<file path="src/rtl/iim_regs.svh">
`ifndef IIM_REGS_SVH
`define IIM_REGS_SVH

// ---------------------------------------------------------------
// register byte offsets
// ---------------------------------------------------------------
`define IIM_TX_FLAGS_SET     8'h90
`define IIM_TX_FLAGS_CLR     8'h94
`define IIM_TX_ENABLE_SET    8'h98
`define IIM_TX_ENABLE_CLR    8'h9C
`define IIM_RX_FLAGS_SET     8'hA0
`define IIM_RX_FLAGS_CLR     8'hA4
`define IIM_RX_ENABLE_SET    8'hA8
`define IIM_RX_ENABLE_CLR    8'hAC
`define IIM_INIT_BW          8'hB0
`define IIM_INIT_CHAN_HI     8'hB4
`define IIM_SOFT_CTRL        8'hB8

// ---------------------------------------------------------------
// field widths
// ---------------------------------------------------------------
`define IIM_TX_CTX_N         8
`define IIM_RX_CTX_N         4
`define IIM_BW_W             13
`define IIM_CHAN_W           32
`define IIM_ADDR_W           8
`define IIM_DATA_W           32

// ---------------------------------------------------------------
// reset values
// ---------------------------------------------------------------
`define IIM_TX_FLAGS_RST     8'h00
`define IIM_TX_ENABLE_RST    8'h00
`define IIM_RX_FLAGS_RST     4'h0
`define IIM_RX_ENABLE_RST    4'h0
`define IIM_INIT_BW_RST      13'h1333
`define IIM_INIT_CHAN_HI_RST 32'hFFFFFFFF
`define IIM_RDATA_ZERO       32'h00000000

`endif

</file>
<file path="src/rtl/iim_pkg.sv">
`include "iim_regs.svh"

package iim_pkg;

    // decoded register selection
    typedef enum {
        IIM_SEL_NONE, IIM_SEL_TXF_SET, IIM_SEL_TXF_CLR, IIM_SEL_TXE_SET, IIM_SEL_TXE_CLR,
        IIM_SEL_RXF_SET, IIM_SEL_RXF_CLR, IIM_SEL_RXE_SET, IIM_SEL_RXE_CLR,
        IIM_SEL_BW, IIM_SEL_CHAN, IIM_SEL_SOFT
    } iim_sel_t;

    // whole block state
    typedef struct packed {
        logic [`IIM_TX_CTX_N-1:0] tx_flags;
        logic [`IIM_TX_CTX_N-1:0] tx_mask;
        logic [`IIM_TX_CTX_N-1:0] tx_prev;
        logic [`IIM_RX_CTX_N-1:0] rx_flags;
        logic [`IIM_RX_CTX_N-1:0] rx_mask;
        logic [`IIM_RX_CTX_N-1:0] rx_prev;
        logic [`IIM_BW_W-1:0]     init_bw;
        logic [`IIM_CHAN_W-1:0]   init_chan;
        logic [`IIM_BW_W-1:0]     bw_csr;
        logic [`IIM_CHAN_W-1:0]   chan_csr;
        logic                     ack;
        logic [`IIM_DATA_W-1:0]   rdata;
    } iim_state_t;

endpackage : iim_pkg

</file>
<file path="src/rtl/iim_regbank.sv">
`timescale 1ns/10ps
`include "iim_regs.svh"

module iim_regbank
    import iim_pkg::*;
(
    // clock and reset
    input  wire logic                      core_clk,
    input  wire logic                      rst,
    // avalon-mm slave
    input  wire logic [`IIM_ADDR_W-1:0]    avs_address,
    input  wire logic                      avs_read,
    input  wire logic                      avs_write,
    input  wire logic [`IIM_DATA_W-1:0]    avs_writedata,
    input  wire logic [3:0]                avs_byteenable,
    output logic      [`IIM_DATA_W-1:0]    avs_readdata,
    output logic                           avs_waitrequest,
    // context completion interrupts
    input  wire logic [`IIM_TX_CTX_N-1:0]  tx_ctx_irq,
    input  wire logic [`IIM_RX_CTX_N-1:0]  rx_ctx_irq,
    // reset sources for the bus management csrs
    input  wire logic                      global_reset_input,
    input  wire logic                      pci_bus_reset_input,
    input  wire logic                      bus_reset_1394,
    // summary interrupts to the main event register
    output logic                           iso_tx_summary_irq,
    output logic                           iso_rx_summary_irq,
    // bus management csr values
    output logic      [`IIM_BW_W-1:0]      bandwidth_available_csr,
    output logic      [`IIM_CHAN_W-1:0]    channels_available_high_csr
);

    // ---------------------------------------------------------------
    // helper functions
    // ---------------------------------------------------------------

    // byte enables widened to a bit mask
    function automatic logic [`IIM_DATA_W-1:0] be_mask(input logic [3:0] be);
        be_mask = {{8{be[3]}}, {8{be[2]}}, {8{be[1]}}, {8{be[0]}}};
    endfunction : be_mask

    // address decode, shared by read and write paths
    function automatic iim_sel_t decode(input logic [`IIM_ADDR_W-1:0] a);
        case (a)
            `IIM_TX_FLAGS_SET:  decode = IIM_SEL_TXF_SET;
            `IIM_TX_FLAGS_CLR:  decode = IIM_SEL_TXF_CLR;
            `IIM_TX_ENABLE_SET: decode = IIM_SEL_TXE_SET;
            `IIM_TX_ENABLE_CLR: decode = IIM_SEL_TXE_CLR;
            `IIM_RX_FLAGS_SET:  decode = IIM_SEL_RXF_SET;
            `IIM_RX_FLAGS_CLR:  decode = IIM_SEL_RXF_CLR;
            `IIM_RX_ENABLE_SET: decode = IIM_SEL_RXE_SET;
            `IIM_RX_ENABLE_CLR: decode = IIM_SEL_RXE_CLR;
            `IIM_INIT_BW:       decode = IIM_SEL_BW;
            `IIM_INIT_CHAN_HI:  decode = IIM_SEL_CHAN;
            `IIM_SOFT_CTRL:     decode = IIM_SEL_SOFT;
            default:            decode = IIM_SEL_NONE;
        endcase
    endfunction : decode

    // ---------------------------------------------------------------
    // state and bus qualifiers
    // ---------------------------------------------------------------
    iim_state_t                st_reg;
    iim_state_t                st_next;
    iim_sel_t                  sel;
    logic                      wr_acc;
    logic                      rd_acc;
    logic [`IIM_DATA_W-1:0]    wr_ones;
    logic [`IIM_DATA_W-1:0]    wr_lanes;
    logic [`IIM_DATA_W-1:0]    wr_merged_chan;
    logic [`IIM_TX_CTX_N-1:0]  tx_rise;
    logic [`IIM_RX_CTX_N-1:0]  rx_rise;
    logic                      soft_reset;
    logic                      csr_load;

    // limitations worth knowing before this is reused:
    // - the three csr reload inputs are taken as already on this clock;
    //   a source from another domain must be synchronised outside
    // - a context interrupt held high at reset release reads as a fresh
    //   edge, since the edge detectors reset low
    // - a clear write and a hardware edge on one bit in one cycle
    //   leave the bit set, so no completion is ever lost
    // - the summaries are and-or of flops, with no extra register stage

    // one wait state: request seen, answered the next cycle
    assign sel             = decode(avs_address);
    assign avs_waitrequest = (avs_read | avs_write) & ~st_reg.ack;
    assign wr_acc          = avs_write & st_reg.ack;
    assign rd_acc          = avs_read & st_reg.ack;
    assign wr_lanes        = be_mask(avs_byteenable);
    assign wr_ones         = avs_writedata & wr_lanes;
    assign wr_merged_chan  = (st_reg.init_chan & ~wr_lanes) | wr_ones;

    // context interrupts come from logic on this clock, no synchroniser
    assign tx_rise = tx_ctx_irq & ~st_reg.tx_prev;
    assign rx_rise = rx_ctx_irq & ~st_reg.rx_prev;

    // software reset strobe: write one to bit 0 of the control word
    assign soft_reset = wr_acc && (sel == IIM_SEL_SOFT) && wr_ones[0];
    assign csr_load   = global_reset_input | pci_bus_reset_input | bus_reset_1394;

    // ---------------------------------------------------------------
    // next state
    // ---------------------------------------------------------------
    always_comb begin
        st_next         = st_reg;
        st_next.ack     = (avs_read | avs_write) & ~st_reg.ack;
        st_next.tx_prev = tx_ctx_irq;
        st_next.rx_prev = rx_ctx_irq;

        // clear writes first, so an edge in the same cycle still wins
        if (wr_acc) begin
            case (sel)
                IIM_SEL_TXF_SET: begin
                    st_next.tx_flags = st_reg.tx_flags | wr_ones[`IIM_TX_CTX_N-1:0];
                end
                IIM_SEL_TXF_CLR: begin
                    st_next.tx_flags = st_reg.tx_flags & ~wr_ones[`IIM_TX_CTX_N-1:0];
                end
                IIM_SEL_TXE_SET: begin
                    st_next.tx_mask = st_reg.tx_mask | wr_ones[`IIM_TX_CTX_N-1:0];
                end
                IIM_SEL_TXE_CLR: begin
                    st_next.tx_mask = st_reg.tx_mask & ~wr_ones[`IIM_TX_CTX_N-1:0];
                end
                IIM_SEL_RXF_SET: begin
                    st_next.rx_flags = st_reg.rx_flags | wr_ones[`IIM_RX_CTX_N-1:0];
                end
                IIM_SEL_RXF_CLR: begin
                    st_next.rx_flags = st_reg.rx_flags & ~wr_ones[`IIM_RX_CTX_N-1:0];
                end
                IIM_SEL_RXE_SET: begin
                    st_next.rx_mask = st_reg.rx_mask | wr_ones[`IIM_RX_CTX_N-1:0];
                end
                IIM_SEL_RXE_CLR: begin
                    st_next.rx_mask = st_reg.rx_mask & ~wr_ones[`IIM_RX_CTX_N-1:0];
                end
                IIM_SEL_BW: begin
                    // upper bits are not stored, so they stay zero
                    st_next.init_bw = (st_reg.init_bw & ~wr_lanes[`IIM_BW_W-1:0])
                                      | wr_ones[`IIM_BW_W-1:0];
                end
                IIM_SEL_CHAN: begin
                    st_next.init_chan = wr_merged_chan;
                end
                default: begin
                    st_next.ack = st_next.ack; // unmapped writes are dropped
                end
            endcase
        end

        // hardware edges set flags, winning over a clear in the same cycle
        st_next.tx_flags = st_next.tx_flags | tx_rise;
        st_next.rx_flags = st_next.rx_flags | rx_rise;

        // software reset restores the initial-value fields only
        if (soft_reset) begin
            st_next.init_bw   = `IIM_INIT_BW_RST;
            st_next.init_chan = `IIM_INIT_CHAN_HI_RST;
        end

        // any of the three resets reloads the bus management csrs;
        // a 1394 bus reset leaves the initial fields themselves alone
        if (csr_load) begin
            st_next.bw_csr   = st_reg.init_bw;
            st_next.chan_csr = st_reg.init_chan;
        end

        // read data is captured in the wait cycle and held for the answer
        st_next.rdata = `IIM_RDATA_ZERO;
        if (avs_read && !st_reg.ack) begin
            case (sel)
                IIM_SEL_TXF_SET: st_next.rdata[`IIM_TX_CTX_N-1:0] = st_reg.tx_flags;
                IIM_SEL_TXF_CLR: st_next.rdata[`IIM_TX_CTX_N-1:0] = st_reg.tx_flags & st_reg.tx_mask;
                IIM_SEL_TXE_SET,
                IIM_SEL_TXE_CLR: st_next.rdata[`IIM_TX_CTX_N-1:0] = st_reg.tx_mask;
                IIM_SEL_RXF_SET: st_next.rdata[`IIM_RX_CTX_N-1:0] = st_reg.rx_flags;
                IIM_SEL_RXF_CLR: st_next.rdata[`IIM_RX_CTX_N-1:0] = st_reg.rx_flags & st_reg.rx_mask;
                IIM_SEL_RXE_SET,
                IIM_SEL_RXE_CLR: st_next.rdata[`IIM_RX_CTX_N-1:0] = st_reg.rx_mask;
                IIM_SEL_BW:      st_next.rdata[`IIM_BW_W-1:0] = st_reg.init_bw;
                IIM_SEL_CHAN:    st_next.rdata = st_reg.init_chan;
                default:         st_next.rdata = `IIM_RDATA_ZERO;
            endcase
        end
    end

    // ---------------------------------------------------------------
    // state register
    // ---------------------------------------------------------------
    // undefined reset bits of flags and masks are taken as zero
    always_ff @(posedge core_clk) begin
        if (rst) begin
            st_reg.tx_flags  <= `IIM_TX_FLAGS_RST;
            st_reg.tx_mask   <= `IIM_TX_ENABLE_RST;
            st_reg.tx_prev   <= `IIM_TX_FLAGS_RST;
            st_reg.rx_flags  <= `IIM_RX_FLAGS_RST;
            st_reg.rx_mask   <= `IIM_RX_ENABLE_RST;
            st_reg.rx_prev   <= `IIM_RX_FLAGS_RST;
            st_reg.init_bw   <= `IIM_INIT_BW_RST;
            st_reg.init_chan <= `IIM_INIT_CHAN_HI_RST;
            st_reg.bw_csr    <= `IIM_INIT_BW_RST;
            st_reg.chan_csr  <= `IIM_INIT_CHAN_HI_RST;
            st_reg.ack       <= 1'b0;
            st_reg.rdata     <= `IIM_RDATA_ZERO;
        end else begin
            st_reg <= st_next;
        end
    end

    // ---------------------------------------------------------------
    // outputs
    // ---------------------------------------------------------------
    // summaries are plain and-or of registered flags and masks
    assign iso_tx_summary_irq          = |(st_reg.tx_flags & st_reg.tx_mask);
    assign iso_rx_summary_irq          = |(st_reg.rx_flags & st_reg.rx_mask);
    assign avs_readdata                = st_reg.rdata;
    assign bandwidth_available_csr     = st_reg.bw_csr;
    assign channels_available_high_csr = st_reg.chan_csr;

    logic [`IIM_TX_CTX_N-1:0] tx_ones;
    logic [`IIM_RX_CTX_N-1:0] rx_ones;
    assign tx_ones = wr_ones[`IIM_TX_CTX_N-1:0];
    assign rx_ones = wr_ones[`IIM_RX_CTX_N-1:0];
endmodule : iim_regbank

</file>
<file path="config.mk">
export PLATFORM = sky130hd
export DESIGN_NAME = iim_regbank
export DESIGN_NICKNAME = d
export VERILOG_FILES = /design/src/rtl/iim_pkg.sv /design/src/rtl/iim_regbank.sv
export VERILOG_INCLUDE_DIRS = /design/src /design/src/rtl
export SDC_FILE = /design/constraint.sdc
export NUM_CORES = 1
export LEC_CHECK = 0
export BUFFER_PORTS_ARGS = -buffer_cell sky130_fd_sc_hd__buf_4
export CORE_MARGIN = 3
export CORE_UTILIZATION = 45
export DETAILED_ROUTE_END_ITERATION = 8
export PLACE_DENSITY_LB_ADDON = 0.25
export SLEW_MARGIN = 40
export SYNTH_ARGS = -nofsm -noshare
export SYNTH_HDL_FRONTEND = slang
export SYNTH_SLANG_ARGS = --single-unit
export TNS_END_PERCENT = 20
</file>
<file path="constraint.sdc">
create_clock -name core_clk -period 1.6 [get_ports core_clk]
set_input_delay 0.32 -clock core_clk [delete_from_list [all_inputs] [get_ports core_clk]]
set_output_delay 0.32 -clock core_clk [all_outputs]
set_load 0.05 [all_outputs]
</file>
==> metrics.md, run 1 <==
| Metric | Value |
|---|---|
| Clk Tree Root Cell | `sky130_fd_sc_hd__clkbuf_16` |
| Wire length of the first global-routing pass | `27.99 mm` |
| Detailed router's first-iteration violation count | `about 390` |
| Transition time of the tightest slew-check pin | `about 0.42 ns` |
| Main combinational cell family by area after synthesis | `simple AND/OR/NAND/NOR gates` |
| Synthesized-area fraction occupied by adder cells | `0%` |
| IR Drop Worst-Case VDD | `0.7464 mV` |
| Diode insertion count for antenna repair | `0` |
| M1 wire length | `7.335 mm` |
| Synthesized-area fraction occupied by ao, oa, aoi and oai cells | `11.10%` |
| Number of I/O pins | `143` |
| Start point of the critical path | `st_reg[156]` |
| Total via count in the routed design | `5543` |
| Logic depth of the worst register-to-register path | `4` |
| Nature of the critical path startpoint | `flip-flop` |
| Final setup margin | `-0.2061 ns` |
| Count of buffers from port buffering | `142` |
| Placer congestion estimate | `between 0.9 and 1` |
| Post-synthesis xor/xnor area fraction | `0%` |
| Post-Syn Nets | `approximately 820` |
| Via count of the first global-routing pass | `5375` |
| Headroom to the max-slew limit | `72.17%` |
| Sum of met3 wire segment lengths after detailed routing | `between 1 and 1.5 mm` |
| Count of fill cells added during filler insertion | `approximately 1.3k` |
| Max stage delay on crit path | `0.33 ns` |
| Worst hold slack | `0.1078 ns` |
| Area share of the largest cell type after synthesis | `48.03%` |
| Net count reported at finish | `between 900 and 1k` |
| Hold Vio Cnt, Final | `0` |
| Final core utilization | `between 50% and 60%` |
| Die outline area | `16220 µm²` |
| Slowest cell on crit path | `sky130_fd_sc_hd__dfxtp_2` |
| Async S/R FF share, synth | `0%` |
| Routed wl met2 | `between 8 and 9 mm` |
| Clock tree from TritonCTS | `done` |
| Synthesized cell area | `6628 µm²` |
| CTS H-Tree Depth | `4` |
| Per-cell via count in the routed design | `5.309` |
| Synthesis-stage register bit count | `159` |
| Arrival time of the worst setup path | `~1.5 ns` |
| HPWL after DPL | `13.03 mm` |
| Synth warn | `0` |
| Total routing usage reported by global routing | `21.93%` |
| Ordered list of cells on the worst path | `a22o_1, a221oi_2, nand3_1, buf_6` |
| Pwr Density | `about 1000 nW/µm²` |
| Final critical-path share of the clock period | `112.9%` |
| Simple-gate portion of the synthesized area | `23.98%` |
| Die height | `~130 µm` |
| Antenna Violating Nets Remaining | `0` |
| Highest achievable clock rate | `approximately 0.55 GHz` |
| Total congestion overflow | `0` |
| Post-synthesis instance total | `around 750` |
| Largest driver fanout on the critical path | `2` |
| Router iterations before antenna repair | `5` |
| Ranking of synthesized cells by area | `sky130_fd_sc_hd__dfxtp_1, sky130_fd_sc_hd__nand2_1, sky130_fd_sc_hd__buf_4` |
| Final setup violation count | `1` |
| Flop2flop setup slack | `0.16 ns` |
| Critical path class | `flip-flop to primary output` |
| Critical path destination | `iso_tx_summary_irq` |
| Initial Util | `46.84%` |
| RSZ-0062 raised after global routing | `true` |
| Number of antenna violations at the first check in global routing | `0` |
| Clock Sink Count | `159` |
| Sum of negative setup slack | `-0.2061 ns` |
| Clk Latency, worst-skew pair | `0.43 ns` |
| DRC violations left | `0` |
| Hold path startpoint | `avs_writedata[30]` |
| Clock transition at the register clock pins on the worst setup and hold paths after CTS | `0.06 ns` |
| Register area share after synthesis | `48.03%` |
| Most area-hungry cell type in the Yosys netlist | `sky130_fd_sc_hd__dfxtp_1` |
| WL per Instance | `about 17 µm` |
| Run status | `finished, violations left` |
| Uppermost layer routed | `met4` |
| Element type at the critical path end | `primary output` |
| Worst-case clock buffer depth | `2` |
| Mux share of post-synthesis cell area | `around 5.0%` |
| DP Worst Slack | `-0.1603 ns` |
| Placeable core region | `14150 µm²` |
| Synthesized area per cell | `8.802 µm²` |
| Required time reported for the critical path endpoint | `1.28 ns` |
| Worst clock skew on the final layout | `~0.0067 ns` |
| Fraction of layout instances using a drive strength above 1 | `between 20% and 30%` |
| Number of max-slew violations in the final report | `0` |
| Hold crit path type | `primary input to flip-flop` |
| Pin count of the biggest net entering global routing | `46` |
| Final worst path period need | `1.806 ns` |
| # Max-Cap Violations | `0` |
| Site Rows | `43` |
| Cell leakage power | `about 3.7 nW` |
| Die extent in x | `127.4 µm` |
| Post-synth EDFFs | `0` |
| Relative area change from synthesis to final layout | `25.35%` |
| Routed wire length | `between 15 and 20 mm` |
| Clock buffers created by TritonCTS | `17` |
| Top_reg_cell synth | `sky130_fd_sc_hd__dfxtp_1` |
| Hold-fix buffer count after cts | `0` |
| Violated checks | `negative setup slack` |
| Start of the worst register-to-register path | `st_reg[32]` |
| Distinct cells, synth | `52` |
## worst max-delay path: cells and delay by family (launching register included)
family | cells | cell delay (ns)
AO/OA/AOI/OAI | 2 | 0.41
AND/OR/NAND/NOR | 1 | 0.15
flip-flops | 1 | 0.33
buffers and inverters | 1 | 0.18
## per-stage QoR
step                instances  instance area (µm²)  total power (W)
finish                   1044                 8308         0.008678
global route             1044                 8308         0.008988
CTS                      1044                 8295         0.008749
detailed placement       1010                 7675         0.004853
global placement         1010                 7675         0.004840
floorplan                 753                 6645         0.004536
## layout make-up
| class | instances | area, µm² | share of cell area [%] |
|---|---|---|---|
| clock inverter | 10 | 102.6 | 1.235 |
| tap | 180 | 225.2 | 2.711 |
| inverter | 5 | 18.77 | 0.2259 |
| timing repair buffer | 199 | 1605 | 19.32 |
| sequential | 159 | 3193 | 38.43 |
| multi-input combinational | 469 | 2689 | 32.36 |
| clock buffer | 22 | 474.2 | 5.708 |
## metal layers
metal  global-route usage (%)  vias to the layer above
met3                    5.853                       28
met1                    27.20                     2613
li1                         -                     2700
met4                    7.256                        0
met2                    37.04                      202
met5                        0                        -
## power breakdown
part           switching [W]  leakage [nW]  total (W)  internal, W
Sequential         0.0000507          1.30    0.00408      0.00403
Clock                0.00161         0.278    0.00390      0.00228
Combinational       0.000402          2.17   0.000702     0.000300
## how the worst min path moves through the flow
stage | slack [ns] | cells after the start | to
floorplan | 0.43 | 1 | flip-flop
global placement | 0.44 | 2 | bandwidth_available_csr[3]
detailed placement | 0.45 | 2 | bandwidth_available_csr[3]
CTS | 0.09 | 3 | flip-flop
global route | 0.1 | 3 | flip-flop
finish | 0.11 | 3 | flip-flop
## synth_stat cells, types with 6 or more instances
cell and number:
sky130_fd_sc_hd__nand2_1 163, sky130_fd_sc_hd__a311oi_1 8, sky130_fd_sc_hd__and4_1 7, sky130_fd_sc_hd__buf_4 77, sky130_fd_sc_hd__a22o_1 8, sky130_fd_sc_hd__nor2_1 14
sky130_fd_sc_hd__mux2i_1 32, sky130_fd_sc_hd__a21oi_1 47, sky130_fd_sc_hd__clkbuf_1 28, sky130_fd_sc_hd__nand3_1 61, sky130_fd_sc_hd__o21ai_0 14, sky130_fd_sc_hd__and2_1 21
sky130_fd_sc_hd__nor2b_1 27, sky130_fd_sc_hd__dfxtp_1 159, sky130_fd_sc_hd__a22oi_1 7, sky130_fd_sc_hd__buf_2 12, sky130_fd_sc_hd__and3_1 6
## what timing repair did
item                       CTS  global route
setup endpoints to repair    3             3
pin swaps                    2             2
buffers inserted             2             0
resized for setup           10             5
## cell families (layout without fill, tap and decap cells)
| logic type | after synthesis | count (layout) |
|---|---|---|
| and+or+nand+nor | 323 | 323 |
| muxes | 33 | 33 |
| AOI/OAI and AO/OA | 113 | 113 |
| buffers and inverters | 125 | 236 |
| DFF | 159 | 159 |
## layout by cell type, fill, tap and decap left out, types with 13 or more instances in the layout
| cell type | count |
|---|---|
| sky130_fd_sc_hd__buf_4 | 188 |
| sky130_fd_sc_hd__o21ai_0 | 14 |
| sky130_fd_sc_hd__a21oi_1 | 47 |
| sky130_fd_sc_hd__clkbuf_16 | 17 |
| sky130_fd_sc_hd__and2_1 | 21 |
| sky130_fd_sc_hd__mux2i_1 | 32 |
| sky130_fd_sc_hd__nor2b_1 | 27 |
| sky130_fd_sc_hd__nor2_1 | 13 |
| sky130_fd_sc_hd__nand2_1 | 163 |
| sky130_fd_sc_hd__dfxtp_1 | 153 |
| sky130_fd_sc_hd__nand3_1 | 61 |
Power figures use the tool's default switching activity.
==> inputs of run 2 (changes only) <==
--- a/config.mk
+++ b/config.mk
@@ -15,4 +15,3 @@
 export SYNTH_ARGS = -nofsm -noshare
 export SYNTH_HDL_FRONTEND = slang
 export SYNTH_SLANG_ARGS = --single-unit
-export TNS_END_PERCENT = 20
==> metrics.md, run 2 (synthesized netlist as in run 1, its figures left out) <==
| Metric | Value |
|---|---|
| Comb pwr share | `8.3% (+0.2 points)` |
| Pwr Density | `1032 nW/µm² (-1.2%)` |
| Pin count of the biggest net entering global routing | `46 (unchanged)` |
| # Max-Cap Violations | `0 (unchanged)` |
| Headroom to the max-slew limit | `72.39% (+0.22 points)` |
| Nature of the critical path startpoint | `flip-flop` |
| Diode insertion count for antenna repair | `0 (unchanged)` |
| Count of placed standard cells in the final layout, fillers left out | `1046 (+0.19%)` |
| Die extent in x | `127.4 µm (unchanged)` |
| Placer congestion estimate | `0.9052 (-1.9%)` |
| Total routing usage reported by global routing | `22.23% (+0.30 points)` |
| RSZ-0062 raised after global routing | `true` |
| Run status | `finished, violations left` |
| Switching pwr | `0.002156 W (+4.3%)` |
| Relative area change from synthesis to final layout | `24.86%` |
| Number of antenna violations at the first check in global routing | `0 (unchanged)` |
| Clock buffers created by TritonCTS | `17 (unchanged)` |
| Per-cell via count in the routed design | `5.360 (+0.96%)` |
| Routed wire length | `18.07 mm (+2.2%)` |
| CTS H-Tree Depth | `4 (unchanged)` |
| DRC violations left | `0 (unchanged)` |
| Placed Cells incl. Taps | `1012 (+0.20%)` |
| Clk network pwr share | `44.0% (-0.9 points)` |
| Final worst path period need | `1.791 ns (-0.01507 ns)` |
| Final setup margin | `-0.1911 ns (+0.01507 ns)` |
| DP Worst Slack | `-0.2079 ns (-0.04754 ns)` |
| Die outline area | `16220 µm² (unchanged)` |
| Clk Latency, worst-skew pair | `0.42 ns (about the same)` |
| Count of buffers from port buffering | `142 (unchanged)` |
| Slowest cell on crit path | `sky130_fd_sc_hd__dfxtp_2` |
| Cell leakage power | `3.740 nW (-0.22%)` |
| Seq pwr share | `47.7% (+0.7 points)` |
| Critical path class | `flip-flop to primary output` |
| Router iterations before antenna repair | `5 (unchanged)` |
| Leading cell type in the layout, fill and taps excluded | `sky130_fd_sc_hd__buf_4` |
| Hold Vio Cnt, Final | `0 (unchanged)` |
| Clock transition at the register clock pins on the worst setup and hold paths after CTS | `0.07 ns (about the same)` |
| Final critical-path share of the clock period | `111.9% (-0.94 points)` |
| Cell-internal power | `0.006382 W (-3.5%)` |
| Largest driver fanout on the critical path | `2 (unchanged)` |
| Total via count in the routed design | `5607 (+1.2%)` |
| Delay-heaviest family, CP | `compound AO/OA/AOI/OAI gates` |
| Required time reported for the critical path endpoint | `1.28 ns (about the same)` |
| Antenna Violating Nets Remaining | `0 (unchanged)` |
| Number of max-slew violations in the final report | `0 (unchanged)` |
| Site Rows | `43 (unchanged)` |
| Worst-case clock buffer depth | `2 (unchanged)` |
| Highest-count cells in the layout ignoring fill and taps | `sky130_fd_sc_hd__buf_4, sky130_fd_sc_hd__nand2_1, sky130_fd_sc_hd__dfxtp_1` |
| Initial Util | `46.84% (unchanged)` |
| Placeable core region | `14150 µm² (unchanged)` |
| Fraction of layout instances using a drive strength above 1 | `29.21% (+0.40 points)` |
| Net count reported at finish | `916 (+0.22%)` |
| HPWL after DPL | `13.49 mm (+3.6%)` |
| Clock tree from TritonCTS | `done` |
| Via count of the first global-routing pass | `5539 (+3.1%)` |
| Violated checks | `negative setup slack` |
| Total congestion overflow | `0 (unchanged)` |
| Final setup violation count | `1 (unchanged)` |
| Count of fill cells added during filler insertion | `1224 (-5.6%)` |
| WL per Instance | `17.27 µm (+2.0%)` |
| Highest achievable clock rate | `0.5583 GHz (+0.84%)` |
| Clock Sink Count | `159 (unchanged)` |
| Worst clock skew on the final layout | `0.006144 ns (-0.0005179 ns)` |
| Number of I/O pins | `143 (unchanged)` |
| Arrival time of the worst setup path | `1.47 ns (-0.02 ns)` |
| Switching part of the total power | `25.25% (+1.4 points)` |
| Detailed router's first-iteration violation count | `440 (+12%)` |
| Number of buffer and inverter stages on the critical path | `1 (unchanged)` |
| Clk Tree Root Cell | `sky130_fd_sc_hd__clkbuf_16` |
| Transition time of the tightest slew-check pin | `0.4141 ns (-0.003342 ns)` |
| Ordered list of cells on the worst path | `a22o_1, a221oi_2, nand3_1, buf_6` |
| Max stage delay on crit path | `0.32 ns (about the same)` |
| Wire length of the first global-routing pass | `28.66 mm (+2.4%)` |
| Hold crit path type | `primary input to flip-flop` |
| Die height | `127.4 µm (unchanged)` |
| IR Drop Worst-Case VDD | `0.7130 mV (-4.5%)` |
| Element type at the critical path end | `primary output` |
run 2: routing by layer:
layer / wire length, µm / vias to the layer above / global-route usage, %
li1: - / 2697 / -
met1: 7493 / 2676 / 27.15
met2: 9075 / 205 / 38.06
met3: 1119 / 29 / 5.518
met4: 378 / 0 / 7.950
met5: 0 / - / 0
run 2: final cells by class:
type | instances | area [µm²] | area share [%]
clock inverter | 14 | 111.4 | 1.346
clock buffer | 18 | 439.2 | 5.307
timing repair buffer | 201 | 1604 | 19.38
inverter | 5 | 18.77 | 0.2268
multi-input combinational | 469 | 2684 | 32.43
tap | 180 | 225.2 | 2.721
sequential | 159 | 3193 | 38.58
run 2: what timing repair did:
| action | CTS | global route |
|---|---|---|
| hold buffers | 0 | 0 |
| gates resized for setup | 9 | 4 |
| pin swaps | 1 | 1 |
| buffers inserted | 1 | 1 |
| setup endpoints to repair | 16 | 10 |
run 2: path summary, 6_finish.rpt:
kind / depth (start not counted) / slack [ns] / from / endpoint
setup / recovery: 4 / -0.19 / st_reg[156] / iso_tx_summary_irq
hold / removal: 3 / 0.11 / avs_writedata[27] / flip-flop
setup reg to reg: 6 / 0.10 / st_reg[32] / avs_readdata[28]
hold reg to reg: 2 / 0.46 / bandwidth_available_csr[2] / bandwidth_available_csr[2]
run 2: through the flow:
| step | instance area (µm²) | setup TNS [ns] | power (W) | hold WS, ns | util [%] |
|---|---|---|---|---|---|
| detailed placement | 7677 | -10.45 | 0.004853 | 0.4491 | 54.26 |
| CTS | 8262 | -0.2129 | 0.008596 | 0.08831 | 58.39 |
| global route | 8275 | -0.2653 | 0.008834 | 0.09327 | 58.48 |
| floorplan | 6648 | -0.005471 | 0.004536 | 0.4297 | - |
| global placement | 7677 | -7.988 | 0.004842 | 0.4472 | 54.26 |
| finish | 8275 | -0.1911 | 0.008538 | 0.1071 | 58.48 |
run 2: power groups by stage:
stage | clock network, W | logic (W) | registers [W]
2_1_floorplan | 0 | 0.000392 | 0.00414
3_3_place_gp | 0 | 0.000681 | 0.00416
3_5_place_dp | 0 | 0.000691 | 0.00416
4_1_cts | 0.00382 | 0.000701 | 0.00408
5_1_grt | 0.00399 | 0.000761 | 0.00408
6_report | 0.00376 | 0.000705 | 0.00408
run 2: worst register-to-register path, delay by kind of cell, from the launching register on:
| family | cells | cell delay, ns |
|---|---|---|
| AND/OR/NAND/NOR | 3 | 0.56 |
| buffers and inverters | 3 | 0.52 |
| flip-flops | 1 | 0.37 |
==> inputs of run 3 (changes only) <==
--- a/config.mk
+++ b/config.mk
@@ -6,6 +6,7 @@
 export SDC_FILE = /design/constraint.sdc
 export NUM_CORES = 1
 export LEC_CHECK = 0
+export ABC_AREA = 1
 export BUFFER_PORTS_ARGS = -buffer_cell sky130_fd_sc_hd__buf_4
 export CORE_MARGIN = 3
 export CORE_UTILIZATION = 45
==> metrics.md, run 3 <==
| Metric | Value |
|---|---|
| Wire length of the first global-routing pass | `28.19 mm (-1.6%)` |
| Worst-case clock buffer depth | `2 (unchanged)` |
| Synth warn | `0 (unchanged)` |
| Required time reported for the critical path endpoint | `1.28 ns (about the same)` |
| Synthesized area per cell | `7.684 µm² (-13%)` |
| Final critical-path share of the clock period | `110.9% (-1.0 points)` |
| Highest-count cells in the layout ignoring fill and taps | `sky130_fd_sc_hd__nand2_1, sky130_fd_sc_hd__buf_4, sky130_fd_sc_hd__dfxtp_1` |
| IR Drop Worst-Case VDD | `0.6867 mV (-3.7%)` |
| Cell leakage power | `4.353 nW (+16%)` |
| Routed wire length | `17.24 mm (-4.6%)` |
| Worst clock skew on the final layout | `0.009246 ns (+0.003102 ns)` |
| Fraction of layout instances using a drive strength above 1 | `29.08% (-0.13 points)` |
| Top_reg_cell synth | `sky130_fd_sc_hd__dfxtp_1` |
| Critical path class | `flip-flop to primary output` |
| Post-Syn Nets | `990 (+21%)` |
| HPWL after DPL | `12.54 mm (-7.1%)` |
| Largest driver fanout on the critical path | `2 (unchanged)` |
| Clock tree from TritonCTS | `done` |
| Die outline area | `17380 µm² (+7.1%)` |
| Worst hold slack | `0.09064 ns (-0.01649 ns)` |
| Met2 usage | `30.63% (-7.4 points)` |
| Die extent in x | `131.8 µm (+3.5%)` |
| Diode insertion count for antenna repair | `0 (unchanged)` |
| Number of I/O pins | `143 (unchanged)` |
| Clock buffers created by TritonCTS | `17 (unchanged)` |
| Run status | `finished, violations left` |
| Start point of the critical path | `st_reg[151]` |
| Total via count in the routed design | `5930 (+5.8%)` |
| Hold-fix buffer count after cts | `0 (unchanged)` |
| Clock Sink Count | `159 (unchanged)` |
| Max stage delay on crit path | `0.42 ns (+0.10 ns)` |
| Global routing met3 resource utilization | `3.130% (-2.4 points)` |
| Synthesized cell area | `7123 µm² (+7.5%)` |
| Final worst path period need | `1.774 ns (-0.01656 ns)` |
| Violated checks | `negative setup slack` |
| Clk Tree Root Cell | `sky130_fd_sc_hd__clkbuf_16` |
| Async S/R FF share, synth | `0% (unchanged)` |
| Initial Util | `46.34% (-0.50 points)` |
| Clock transition at the register clock pins on the worst setup and hold paths after CTS | `0.07 ns (about the same)` |
| Pwr Density | `1032 nW/µm² (about the same)` |
| Post-synth EDFFs | `0 (unchanged)` |
| Hold Vio Cnt, Final | `0 (unchanged)` |
| Via count of the first global-routing pass | `5553 (+0.25%)` |
| Cell types with the highest counts after synthesis | `sky130_fd_sc_hd__nand2_1, sky130_fd_sc_hd__dfxtp_1, sky130_fd_sc_hd__inv_1` |
| DP Worst Slack | `-0.1237 ns (+0.08419 ns)` |
| Element type at the critical path end | `primary output` |
| Start of the worst register-to-register path | `st_reg[153]` |
| Placer congestion estimate | `0.8972 (-0.88%)` |
| Leading cell type in the layout, fill and taps excluded | `sky130_fd_sc_hd__nand2_1` |
| WL per Instance | `13.84 µm (-20%)` |
| Highest achievable clock rate | `0.5635 GHz (+0.93%)` |
| Per-cell via count in the routed design | `4.759 (-11%)` |
| Detailed router's first-iteration violation count | `410 (-6.8%)` |
| Pin count of the biggest net entering global routing | `35 (-24%)` |
| Area share of the largest cell type after synthesis | `44.69% (-3.3 points)` |
| Arrival time of the worst setup path | `1.45 ns (-0.02 ns)` |
| Hold path startpoint | `avs_writedata[14]` |
| Ordered list of cells on the worst path | `nand2_2, inv_2, a2111o_1, buf_6` |
| Count of fill cells added during filler insertion | `1491 (+22%)` |
| Distinct cells, synth | `38 (-27%)` |
| Clk Latency, worst-skew pair | `0.42 ns (about the same)` |
| Ranking of synthesized cells by area | `sky130_fd_sc_hd__dfxtp_1, sky130_fd_sc_hd__nand2_1, sky130_fd_sc_hd__buf_4` |
| Headroom to the max-slew limit | `72.55% (+0.16 points)` |
| Total congestion overflow | `0 (unchanged)` |
| Delay-heaviest family, CP | `compound AO/OA/AOI/OAI gates` |
| Count of buffers from port buffering | `142 (unchanged)` |
| Post-synthesis instance total | `927 (+23%)` |
| Die height | `131.8 µm (+3.5%)` |
| Grt peak-use layer | `met2` |
| CTS H-Tree Depth | `4 (unchanged)` |
| Top-count cell post-synth | `sky130_fd_sc_hd__nand2_1` |
| Antenna Violating Nets Remaining | `0 (unchanged)` |
| Router iterations before antenna repair | `5 (unchanged)` |
| Synthesis-stage register bit count | `159 (unchanged)` |
| Met1 track demand over resource in global routing | `28.43% (+1.3 points)` |
| # Max-Cap Violations | `0 (unchanged)` |
| Transition time of the tightest slew-check pin | `0.4107 ns (-0.003402 ns)` |
| RSZ-0062 raised after global routing | `true` |
| Nature of the critical path startpoint | `flip-flop` |
| Number of antenna violations at the first check in global routing | `0 (unchanged)` |
| Final core utilization | `57.05% (-1.4 points)` |
| Placeable core region | `15370 µm² (+8.6%)` |
| Number of buffer and inverter stages on the critical path | `2 (+1)` |
| Post-detailed-placement cell area | `8003 µm² (+4.2%)` |
| Slowest cell on crit path | `sky130_fd_sc_hd__a2111o_1` |
| Register area share after synthesis | `44.69% (-3.3 points)` |
| Final setup violation count | `1 (unchanged)` |
| Net count reported at finish | `1085 (+18%)` |
| Relative area change from synthesis to final layout | `23.10%` |
| Flop2flop setup slack | `0.12 ns (+0.02 ns)` |
| Site Rows | `45 (+4.7%)` |
| Total non-filler cell area in the finished layout | `8768 µm² (+6.0%)` |
| Most area-hungry cell type in the Yosys netlist | `sky130_fd_sc_hd__dfxtp_1` |
| Hold crit path type | `primary input to flip-flop` |
| Final setup margin | `-0.1745 ns (+0.01656 ns)` |
| Number of max-slew violations in the final report | `0 (unchanged)` |
| DRC violations left | `0 (unchanged)` |
| Total routing usage reported by global routing | `19.89% (-2.3 points)` |
==> run 3: cells by family after synthesis <==
| group | after synthesis | share of synthesized area (%) |
|---|---|---|
| simple gates | 397 | 25.61 |
| buf+inv | 217 | 16.58 |
| flops | 159 | 44.69 |
| compound gates | 154 | 13.12 |
==> run 3: what timing repair did <==
item	CTS	global route
endpoints found under the setup margin	2	3
buffers inserted	9	4
pin swaps	7	7
resized for setup	14	17
==> run 3: area by class of cell <==
type                       instances  area (µm²)  area share [%]
sequential                       159        3206           36.56
multi-input combinational        551        2794           31.86
timing repair buffer             189        1493           17.02
clock buffer                      17       425.4           4.852
inverter                         104       391.6           4.466
tap                              211       264.0           3.011
clock inverter                    15       195.2           2.226
==> run 3: power by group <==
part           leakage (nW)  total (W)  internal [W]  switching (W)
Clock                 0.294    0.00421       0.00239        0.00183
Sequential             1.30    0.00408       0.00404      0.0000451
Combinational          2.76   0.000753      0.000290       0.000463
Total                  4.35    0.00905       0.00671        0.00234
==> run 3: worst min-delay path: stages <==
cell and delay, ns:
sky130_fd_sc_hd__buf_4 0.08, sky130_fd_sc_hd__a21oi_2 0.05, sky130_fd_sc_hd__o21ai_2 0.04
==> run 3: final timing paths <==
path                   endpoint  cells past startpoint
max          iso_tx_summary_irq                      4
min                   flip-flop                      3
min reg2reg    avs_readdata[16]                      2
max reg2reg     avs_readdata[2]                     13
==> run 3: metrics by stage <==
| stage | TNS (ns) | power, W | instances |
|---|---|---|---|
| 6_report | -0.1745 | 0.009048 | 1246 |
| 5_1_grt | -0.2169 | 0.009375 | 1246 |
| 4_1_cts | -0.2939 | 0.009102 | 1244 |
| 3_5_place_dp | -1.123 | 0.004908 | 1203 |
| 3_3_place_gp | -0.3215 | 0.004901 | 1203 |
| 2_1_floorplan | 0 | 0.004618 | 927 |
==> run 3: metal layers <==
metal,vias to the layer above,wire length (µm)
li1,3070,-
met1,2634,8166
met2,202,7651
met3,24,1075
met4,0,348
met5,-,0
